==> src/rtl/dbs_pkg.sv <==
// Shared constants for the bank, burst and self-refresh mode block
package dbs_pkg;

    // Register byte offsets
    localparam logic [7:0] OFF_MODE_ZERO = 8'h00;
    localparam logic [7:0] OFF_MODE_TWO = 8'h04;
    localparam logic [7:0] OFF_STATUS = 8'h08;

    // Mode register zero field positions
    localparam int BF_LSB = 0;
    localparam int CL_LSB = 4;
    localparam int CWL_LSB = 8;
    localparam int AL_LSB = 12;

    // Mode register two bit positions
    localparam int ASR_BIT = 6;
    localparam int SRT_BIT = 7;

    // Status register field positions
    localparam int ST_SR_LSB = 8;
    localparam int ST_ERR_LSB = 16;

    // Reset values: on-the-fly burst, column latency 5, write latency 5
    localparam logic [31:0] MODE_ZERO_RST = 32'h0000_0551;
    localparam logic [1:0] MODE_TWO_RST = 2'h0;

    // Burst field encodings
    localparam logic [1:0] BURST_FIXED8 = 2'h0;
    localparam logic [1:0] BURST_OTF = 2'h1;

    // Additive latency selections
    localparam logic [1:0] AL_ZERO = 2'h0;
    localparam logic [1:0] AL_CL_M1 = 2'h1;
    localparam logic [1:0] AL_CL_M2 = 2'h2;

    // Self-refresh modes
    localparam logic [1:0] SR_NORMAL = 2'h0;
    localparam logic [1:0] SR_EXTENDED = 2'h1;
    localparam logic [1:0] SR_AUTO = 2'h2;

    // Command codes
    localparam logic [2:0] CMD_NOP = 3'h0;
    localparam logic [2:0] CMD_ACT = 3'h1;
    localparam logic [2:0] CMD_PRE = 3'h2;
    localparam logic [2:0] CMD_RD = 3'h3;
    localparam logic [2:0] CMD_WR = 3'h4;

    // Address bit positions with special meaning
    localparam int AP_BIT = 10;
    localparam int BSEL_BIT = 12;

    // Timing
    localparam int CLK_PERIOD_PS = 8000;
    localparam int TRP_PS = 15000;
    localparam logic [3:0] TRP_CYC =
        4'((TRP_PS + CLK_PERIOD_PS - 1) / CLK_PERIOD_PS);
    localparam logic [3:0] CCD_CYC = 4'h4;
    localparam logic [2:0] BC4_CYC = 3'h2;
    localparam logic [2:0] BL8_CYC = 3'h4;

endpackage

==> src/rtl/dbs_bank.sv <==
// One bank: row open, precharge and auto precharge tracking
`timescale 1ns/1ps
`default_nettype none

module dbs_bank
    import dbs_pkg::*;
#(
    parameter int ROW_W = 15
)
(
    // Clock and reset
    input wire logic pclk,
    input wire logic presetn,
    // Commands aimed at this bank
    input wire logic act,
    input wire logic pre,
    input wire logic acc,
    input wire logic ap,
    input wire logic [ROW_W-1:0] row_in,
    // Bank state
    output logic is_open,
    output logic ready,
    output logic [ROW_W-1:0] row
);

    typedef enum logic [1:0] {ST_IDLE, ST_OPEN, ST_PRE} dbs_bank_state_t;

    typedef struct packed {
        dbs_bank_state_t state;
        logic [3:0] cnt;
        logic [3:0] ap_cnt;
        logic opened;
        logic [ROW_W-1:0] row;
    } dbs_bank_st_t;

    dbs_bank_st_t st_ff;
    dbs_bank_st_t nxt_st;

    // Next state of the bank
    always_comb
    begin
        nxt_st = st_ff;
        case (st_ff.state)
            ST_IDLE:
            begin
                if (act)
                begin
                    nxt_st.state = ST_OPEN;
                    nxt_st.row = row_in;
                end
            end
            ST_OPEN:
            begin
                // Auto precharge starts one column spacing later
                if (acc && ap)
                    nxt_st.ap_cnt = CCD_CYC;
                else if (st_ff.ap_cnt == 4'h1)
                begin
                    nxt_st.ap_cnt = 4'h0;
                    nxt_st.state = ST_PRE;
                    nxt_st.cnt = TRP_CYC;
                end
                else if (st_ff.ap_cnt != 4'h0)
                    nxt_st.ap_cnt = st_ff.ap_cnt - 4'h1;
            end
            ST_PRE:
            begin
                if (st_ff.cnt == 4'h1)
                    nxt_st.state = ST_IDLE;
                nxt_st.cnt = st_ff.cnt - 4'h1;
            end
            default:
                nxt_st.state = ST_IDLE;
        endcase
        // Precharge wins in any state and restarts the period
        if (pre)
        begin
            nxt_st.state = ST_PRE;
            nxt_st.cnt = TRP_CYC;
            nxt_st.ap_cnt = 4'h0;
        end
        nxt_st.opened = (nxt_st.state == ST_OPEN);
    end

    // State register
    always_ff @(posedge pclk or negedge presetn)
    begin
        if (!presetn)
            st_ff <= '{state: ST_IDLE, default: '0};
        else
            st_ff <= nxt_st;
    end

    assign is_open = st_ff.opened;
    assign ready = (st_ff.state == ST_IDLE);
    assign row = st_ff.row;

endmodule

`default_nettype wire

==> src/rtl/dbs_core.sv <==
// Command decode, burst control and mode registers behind APB
//
// Overview of operation
// - Both self-refresh bits low selects the normal-range refresh rate.
// - Temperature-range bit alone selects the extended-range refresh rate.
// - Auto management bit alone selects auto mode; both bits high illegal.
// - Activate opens the addressed row in the addressed bank.
// - An open row stays open until precharge reaches that bank.
// - Precharge closes one bank or all banks.
// - Bank may be activated only after the precharge period.
// - Precharged bank is idle; access needs an activate first.
// - Precharge to idle or precharging bank accepted, period restarts.
// - On-the-fly field: burst select low gives chopped four beats, high gives eight.
// - Burst select bit never forms part of the column address.
// - Either burst length works with or without auto precharge.
// - Setup or hold misses corrupt only the written location.
// - Strobe timing misses corrupt only that location, never hang.
// - Fixed-eight field, or on-the-fly with select high, gives eight beats.
`timescale 1ns/1ps
`default_nettype none

module dbs_core
    import dbs_pkg::*;
#(
    parameter int ROW_W = 15,
    parameter int DLY = 32
)
(
    // Clock and reset
    input wire logic pclk,
    input wire logic presetn,
    // APB slave
    input wire logic [7:0] paddr,
    input wire logic psel,
    input wire logic penable,
    input wire logic pwrite,
    input wire logic [31:0] pwdata,
    output logic [31:0] prdata,
    output logic pready,
    output logic pslverr,
    // Command inputs
    input wire logic cmd_valid,
    input wire logic [2:0] cmd_code,
    input wire logic [2:0] cmd_bank,
    input wire logic [ROW_W-1:0] cmd_addr,
    input wire logic wr_strobe_err,
    // Command results
    output logic [7:0] bank_open,
    output logic cmd_refused,
    output logic burst_eight,
    output logic [9:0] burst_col,
    output logic [2:0] burst_bank,
    output logic burst_ap,
    // Data phase
    output logic rd_data_start,
    output logic wr_data_start,
    output logic wr_corrupt,
    // Self-refresh mode
    output logic [1:0] sr_mode
);

    typedef struct packed {
        logic [31:0] mode0;
        logic auto_refresh_management;
        logic self_refresh_temp_range;
        logic [31:0] prdata;
        logic pready;
        logic pslverr;
        logic [1:0] sr_mode;
        logic [DLY-1:0] rd_pipe;
        logic [DLY-1:0] wr_pipe;
        logic [DLY-1:0] b8_pipe;
        logic rd_start;
        logic wr_start;
        logic eight;
        logic [9:0] col;
        logic [2:0] bank;
        logic ap;
        logic [2:0] left;
        logic in_wr;
        logic bad;
        logic corrupt;
        logic refused;
        logic [7:0] err_cnt;
    } dbs_core_st_t;

    dbs_core_st_t st_ff;
    dbs_core_st_t nxt_st;

    logic [7:0] bank_ready;
    logic [7:0] pre_hit;
    logic [7:0] act_hit;
    logic [7:0] acc_hit;
    logic act_ok;
    logic col_cmd;
    logic col_ok;
    logic [5:0] rl;
    logic [5:0] wl;

    // Additive latency plus a base latency
    function automatic logic [5:0] add_lat(input logic [31:0] m0,
                                           input logic [3:0] base);
        logic [3:0] cl;
        logic [5:0] al;
        cl = m0[CL_LSB +: 4];
        case (m0[AL_LSB +: 2])
            AL_CL_M1: al = {2'h0, cl} - 6'h01;
            AL_CL_M2: al = {2'h0, cl} - 6'h02;
            default: al = 6'h00;
        endcase
        return al + {2'h0, base};
    endfunction

    // Eight-beat decision from burst field and burst select bit
    function automatic logic pick_eight(input logic [1:0] bf,
                                        input logic bsel);
        return (bf == BURST_FIXED8) || (bf == BURST_OTF && bsel);
    endfunction

    // Per-bank trackers
    for (genvar i = 0; i < 8; i++)
    begin : g_bank
        dbs_bank #(
            .ROW_W(ROW_W)
        ) u_bank (
            .pclk(pclk),
            .presetn(presetn),
            .act(act_hit[i]),
            .pre(pre_hit[i]),
            .acc(acc_hit[i]),
            .ap(cmd_addr[AP_BIT]),
            .row_in(cmd_addr),
            .is_open(bank_open[i]),
            .ready(bank_ready[i]),
            .row()
        );
    end

    // Command qualification
    always_comb
    begin
        act_ok = cmd_valid && cmd_code == CMD_ACT
                 && bank_ready[cmd_bank];
        col_cmd = cmd_valid && (cmd_code == CMD_RD || cmd_code == CMD_WR);
        col_ok = col_cmd && bank_open[cmd_bank];
        rl = add_lat(st_ff.mode0, st_ff.mode0[CL_LSB +: 4]);
        wl = add_lat(st_ff.mode0, st_ff.mode0[CWL_LSB +: 4]);
        for (int i = 0; i < 8; i++)
        begin
            pre_hit[i] = cmd_valid && cmd_code == CMD_PRE
                         && (cmd_addr[AP_BIT] || cmd_bank == 3'(i));
            act_hit[i] = act_ok && cmd_bank == 3'(i);
            acc_hit[i] = col_ok && cmd_bank == 3'(i);
        end
    end

    // Next state of registers, latency pipes and burst tracking
    always_comb
    begin
        logic [4:0] idx;
        idx = 5'h0;
        nxt_st = st_ff;
        // APB: answer registered for the access phase
        nxt_st.pready = psel && !penable;
        nxt_st.prdata = 32'h0000_0000;
        nxt_st.pslverr = 1'b0;
        if (psel && !penable)
        begin
            case (paddr)
                OFF_MODE_ZERO:
                    nxt_st.prdata = st_ff.mode0;
                OFF_MODE_TWO:
                begin
                    nxt_st.prdata[ASR_BIT] = st_ff.auto_refresh_management;
                    nxt_st.prdata[SRT_BIT] = st_ff.self_refresh_temp_range;
                    nxt_st.pslverr = pwrite && pwdata[ASR_BIT]
                                     && pwdata[SRT_BIT];
                end
                OFF_STATUS:
                begin
                    nxt_st.prdata[7:0] = bank_open;
                    nxt_st.prdata[ST_SR_LSB +: 2] = st_ff.sr_mode;
                    nxt_st.prdata[ST_ERR_LSB +: 8] = st_ff.err_cnt;
                    nxt_st.pslverr = pwrite;
                end
                default:
                    nxt_st.pslverr = 1'b1;
            endcase
        end
        // Writes land at the edge that completes the access
        if (psel && penable && st_ff.pready && pwrite && !st_ff.pslverr)
        begin
            case (paddr)
                OFF_MODE_ZERO:
                    nxt_st.mode0 = pwdata;
                OFF_MODE_TWO:
                begin
                    nxt_st.auto_refresh_management = pwdata[ASR_BIT];
                    nxt_st.self_refresh_temp_range = pwdata[SRT_BIT];
                end
                default:
                    nxt_st.mode0 = st_ff.mode0;
            endcase
        end
        // Self-refresh mode decode
        case ({st_ff.auto_refresh_management, st_ff.self_refresh_temp_range})
            2'b01: nxt_st.sr_mode = SR_EXTENDED;
            2'b10: nxt_st.sr_mode = SR_AUTO;
            default: nxt_st.sr_mode = SR_NORMAL;
        endcase
        // Latency pipes shift toward bit zero
        nxt_st.rd_pipe = st_ff.rd_pipe >> 1;
        nxt_st.wr_pipe = st_ff.wr_pipe >> 1;
        nxt_st.b8_pipe = st_ff.b8_pipe >> 1;
        nxt_st.rd_start = st_ff.rd_pipe[0];
        nxt_st.wr_start = st_ff.wr_pipe[0];
        nxt_st.refused = (cmd_valid && cmd_code == CMD_ACT && !act_ok)
                         || (col_cmd && !col_ok);
        if (col_ok)
        begin
            // Select bit only picks length, never addresses
            nxt_st.eight = pick_eight(st_ff.mode0[BF_LSB +: 2],
                                      cmd_addr[BSEL_BIT]);
            nxt_st.col = cmd_addr[9:0];
            nxt_st.bank = cmd_bank;
            nxt_st.ap = cmd_addr[AP_BIT];
            if (cmd_code == CMD_RD)
            begin
                idx = 5'(rl - 6'h02);
                nxt_st.rd_pipe[idx] = 1'b1;
            end
            else
            begin
                idx = 5'(wl - 6'h02);
                nxt_st.wr_pipe[idx] = 1'b1;
            end
            nxt_st.b8_pipe[idx] = nxt_st.eight;
        end
        // Data burst: a bad strobe only marks this write
        nxt_st.corrupt = 1'b0;
        if (st_ff.left != 3'h0)
        begin
            nxt_st.left = st_ff.left - 3'h1;
            nxt_st.bad = st_ff.bad || (st_ff.in_wr && wr_strobe_err);
            if (st_ff.left == 3'h1 && st_ff.in_wr && nxt_st.bad)
            begin
                nxt_st.corrupt = 1'b1;
                nxt_st.err_cnt = st_ff.err_cnt + 8'h01;
            end
        end
        if (st_ff.rd_pipe[0] || st_ff.wr_pipe[0])
        begin
            nxt_st.left = st_ff.b8_pipe[0] ? BL8_CYC : BC4_CYC;
            nxt_st.in_wr = st_ff.wr_pipe[0];
            nxt_st.bad = 1'b0;
        end
    end

    // State register
    always_ff @(posedge pclk or negedge presetn)
    begin
        if (!presetn)
            st_ff <= '{mode0: MODE_ZERO_RST, auto_refresh_management: MODE_TWO_RST[1],
                       self_refresh_temp_range: MODE_TWO_RST[0], default: '0};
        else
            st_ff <= nxt_st;
    end

    // Outputs straight from the state register
    assign prdata = st_ff.prdata;
    assign pready = st_ff.pready;
    assign pslverr = st_ff.pslverr;
    assign cmd_refused = st_ff.refused;
    assign burst_eight = st_ff.eight;
    assign burst_col = st_ff.col;
    assign burst_bank = st_ff.bank;
    assign burst_ap = st_ff.ap;
    assign rd_data_start = st_ff.rd_start;
    assign wr_data_start = st_ff.wr_start;
    assign wr_corrupt = st_ff.corrupt;
    assign sr_mode = st_ff.sr_mode;
endmodule

`default_nettype wire

==> config.mk <==
export PLATFORM = sky130hd
export DESIGN_NAME = dbs_core
export DESIGN_NICKNAME = d
export VERILOG_FILES = /design/src/rtl/dbs_pkg.sv /design/src/rtl/dbs_bank.sv /design/src/rtl/dbs_core.sv
export SDC_FILE = /design/constraint.sdc
export NUM_CORES = 1
export LEC_CHECK = 0
export BUFFER_PORTS_ARGS = -buffer_cell sky130_fd_sc_hd__buf_2
export CORE_MARGIN = 2
export CORE_UTILIZATION = 32
export DETAILED_ROUTE_END_ITERATION = 10
export SETUP_SLACK_MARGIN = 0.4
export SYNTH_ARGS = -nofsm -noshare
export SYNTH_HDL_FRONTEND = slang
export SYNTH_SLANG_ARGS = --single-unit
export TNS_END_PERCENT = 50
==> constraint.sdc <==
create_clock -name pclk -period 10.07 [get_ports pclk]
set_input_delay 2.014 -clock pclk [delete_from_list [all_inputs] [get_ports pclk]]
set_output_delay 2.014 -clock pclk [all_outputs]
set_load 0.01 [all_outputs]
==> out/qor.csv <==
stage;metric;value;unit
critical_path;Crit-path slowest cell;dfstp_2;
pwr;sequential share of power;0.410;
synthesis;Ys Warns;0;
pwr;Leak;8.324;nW
sta;final setup TNS;0;ps
synthesis;Post-Syn Instances;1499;
drt;Residual DRC;0;
pwr;Clock power frac;0.351;
synthesis;ys async rst share;1.000;
drt;DR WL/cell;16.61;µm
pwr;Comb pwr share;0.240;
cts;clock slew at reported path FFs;60;ps
placed_design;Area after DPL;15970;µm²
grt;vias in the first global route;11320;
cts;CTS Hold Bufs;0;
critical_path;startpoint types;flip-flop;
drt;final WL;36.47;mm
synthesis;Netlist cell types;85;
synthesis;commonest register cell after synthesis;dfrtp_1;
job;max-cap check violation count;0;
die;Site Rows;79;
cts;# clock sinks;286;
sta;Rel. slew slack;0.3643;
synthesis;mapped cell area;15090;µm²
pwr;Pwr per Cell Area;209.2;nW/µm²
sta;period utilization;0.4326;
sta;Layout Skew;37.43;ps
cts;CTS buffer count;35;
die;IO Count;131;
die;Die Height;221.2;µm
pwr;maximum vdd drop;0.1126;mV
critical_path;R2R cell count;14;
pwr;P_int;2.437;mW
cts;Root Driver;clkbuf_16;
hold_path;Hold WC Path Type;flip-flop to flip-flop;
final_layout;post-route insts no fill;2196;
placed_design;Placed Cells;2139;
synthesis;synthesis-stage register bit count;286;
critical_path;Worst path most repeated cell;ha_1;
cts;clock latency on the worst-skew pair;560;ps
placed_design;routability cong.;0.7896;
grt;first-pass GRT wire length;60.04;mm
die;core area;46560;µm²
synthesis;Synth Area per Inst;10.07;µm²
hold_path;Hold Path Cell Cnt;1;
synthesis;Seq/Total Area, Yosys;0.4747;
final_layout;fraction of layout cells with a size suffix above 1;0.1850;
grt;remaining global-route overflow;0;
pwr;Power, Total;3.579;mW
cts;CTS tree;done;
final_layout;Diodes inserted;0;
final_layout;Layout area overhead;13.36;%
sta;Final Setup Violations;0;
synthesis;Post-synth EDFFs;0;
final_layout;fin util;0.3674;
pwr;Switch Pwr;1.141;mW
drt;vias per cell;5.117;
run_status;status;completed;
placed_design;Post-DP HPWL;25.52;mm
final_layout;Nets;1725;
sta;Max Clk Rate;229.5;MHz
cts;H-Tree Depth;2;
grt;total track usage;0.1487;
critical_path;crit path DAT;4780;ps
critical_path;Worst Path Required;10500;ps
critical_path;CP Cell Sequence;inv_1, ha_1, nand2b_1, a21o_1, ha_1, inv_1, ha_1, fa_1, xnor2_1, nor2_1, a21oi_1, nor4_1, o21ai_0, mux2_2;
critical_path;CP Capture Type;flip-flop;
drt;Vias;11240;
sta;RSZ-0062 raised after global routing;false;
sta;Hold Violations, Final;0;
grt;largest net degree at the start of global routing;129;
drt;Pre-Repair DR Iteration Count;7;
placed_design;IO buf count;127;
sta;Tmin final;4356;ps
cts;post_cts resized;0;
drt;DRT iter0 DRCs;768;
cts;postcts setup bufs;0;
sta;Slew @ Worst Pin;953.5;ps
drt;DRT antenna net count;0;
critical_path;Critical Path Max Stage Delay;600;ps
die;Die X;221.2;µm
critical_path;CP Class;flip-flop to flip-flop;
critical_path;Max FO, Critical Path;7;
pwr;Switching Share;0.3189;
sta;Slew Viols, Final;0;
grt;initial antenna violation count;3;
final_layout;design area;17110;µm²
synthesis;syn nets;1655;
die;Die ar.;48910;µm²
die;initial core utilization;0.3241;
cts;clock tree buffer depth;3;
==> cell type report <==
class	instances	area, µm²
Fill cell	4635	29450
Sequential cell	286	7163
Multi-Input combinational cell	1022	6999
Clock buffer	46	967.2
Tap cell	607	759.5
Timing Repair Buffer	136	713.2
Inverter	88	330.3
Clock inverter	11	172.7
==> cells by family (layout without fill, tap and decap cells) <==
| logic type | count (synthesis) | count (layout) | synth area share |
|---|---|---|---|
| AOI/OAI and AO/OA | 355 | 355 | 0.1575 |
| xor gates and xnor gates | 17 | 17 | 0.009867 |
| adders and majority gates | 88 | 88 | 0.07396 |
| buffers and inverters | 191 | 281 | 0.06285 |
| DFF | 286 | 286 | 0.4747 |
| muxes | 75 | 75 | 0.05721 |
| and+or+nand+nor | 487 | 487 | 0.1638 |
==> per-stage QoR <==
stage	hold WS (ps)	worst slack [ps]
after CTS	395.2	5789
final	399.5	5714
after detailed placement	410.4	5197
after floorplan	404.4	6169
after global routing	417.3	5442
after global placement	406.9	5253
==> per-layer routing <==
metal,vias up,GRT usage,share of wire
li1,5391,-,-
met1,5616,0.2040,0.47
met2,178,0.2390,0.47
met3,48,0.03054,0.041
met4,4,0.03962,0.017
met5,-,0,0.00060
==> cells in the mapped netlist, drive strengths merged (12+ instances only) <==
master  number  area (µm²)
dfrtp      281        7032
nand2      148       555.5
nor2       106       420.4
o21ai       99       499.2
inv         88       330.3
ha          86        1076
buf         69       490.5
a21oi       62       321.6
mux2        60       675.7
nor3        38       206.5
a21o        36       270.3
clkbuf      34       127.6
nand3       33       165.2
and3        31       193.9
o21bai      28       210.2
nor4        24       150.1
a22oi       20       150.1
and2        15       93.84
nand2b      14       87.58
mux2i       12       120.1
o22ai       12       75.07
o31ai       12       90.09
or3         12       80.08
xnor2       12       105.1
==> critical path: cells and delay by family (launching register included) <==
family	cells	cell delay [ps]
multiplexers	1	300
flip-flops	1	600
XOR/XNOR	1	160
adder cells (fa/ha/maj)	4	1210
buffers and inverters	2	130
AND/OR/NAND/NOR	3	1140
AO/OA/AOI/OAI	3	690
==> power groups by stage <==
stage	Combinational, mW	Clock, mW	Sequential, mW
after floorplan	0.676	0	1.44
after global placement	0.823	0	1.47
after detailed placement	0.858	0	1.48
after CTS	0.862	1.30	1.46
after global routing	0.984	1.36	1.49
final	0.858	1.26	1.47
==> final timing paths <==
path                            start                         end  slack (ps)
max reg2reg                st_ff[170]                   st_ff[57]        5710
max in group asynchronous     presetn  g_bank[5].u_bank.st_ff[19]        6650
min in group asynchronous     presetn                  wr_corrupt        1570
max                        st_ff[170]                   st_ff[57]        5710
min reg2reg                st_ff[101]                  st_ff[100]         400
min                        st_ff[101]                  st_ff[100]         400
==> layout by cell type, fill, tap and decap left out, types with 7 or more instances in the layout <==
cell,n
nor2_1,103
dfrtp_1,281
o21bai_1,28
nand2b_1,14
o21ai_0,84
inv_1,88
nor2b_1,7
buf_4,9
or3_1,11
a211oi_1,7
nor4_1,24
clkbuf_16,35
ha_1,86
mux2_2,60
o31ai_1,12
nor3_1,34
a21o_1,36
nand3_1,33
buf_2,126
and3_1,31
a21boi_0,9
a21oi_1,60
a31oi_1,8
xnor2_1,12
nor3b_1,8
nand2_1,148
a22oi_1,20
o21a_1,9
nand4_1,10
o22ai_1,12
and2_1,13
mux2i_1,12
and3b_1,8
o21ai_1,14
==> registers in the layout (all words and copies together), names as in the netlist, 2 cells and up <==
signal / cells
g_bank.u_bank.is_open: 8
g_bank.u_bank.st_ff: 80
sr_mode: 2
burst_bank: 3
prdata: 32
burst_col: 10
nxt_st: 2
st_ff: 141
Power figures use the tool's default switching activity.
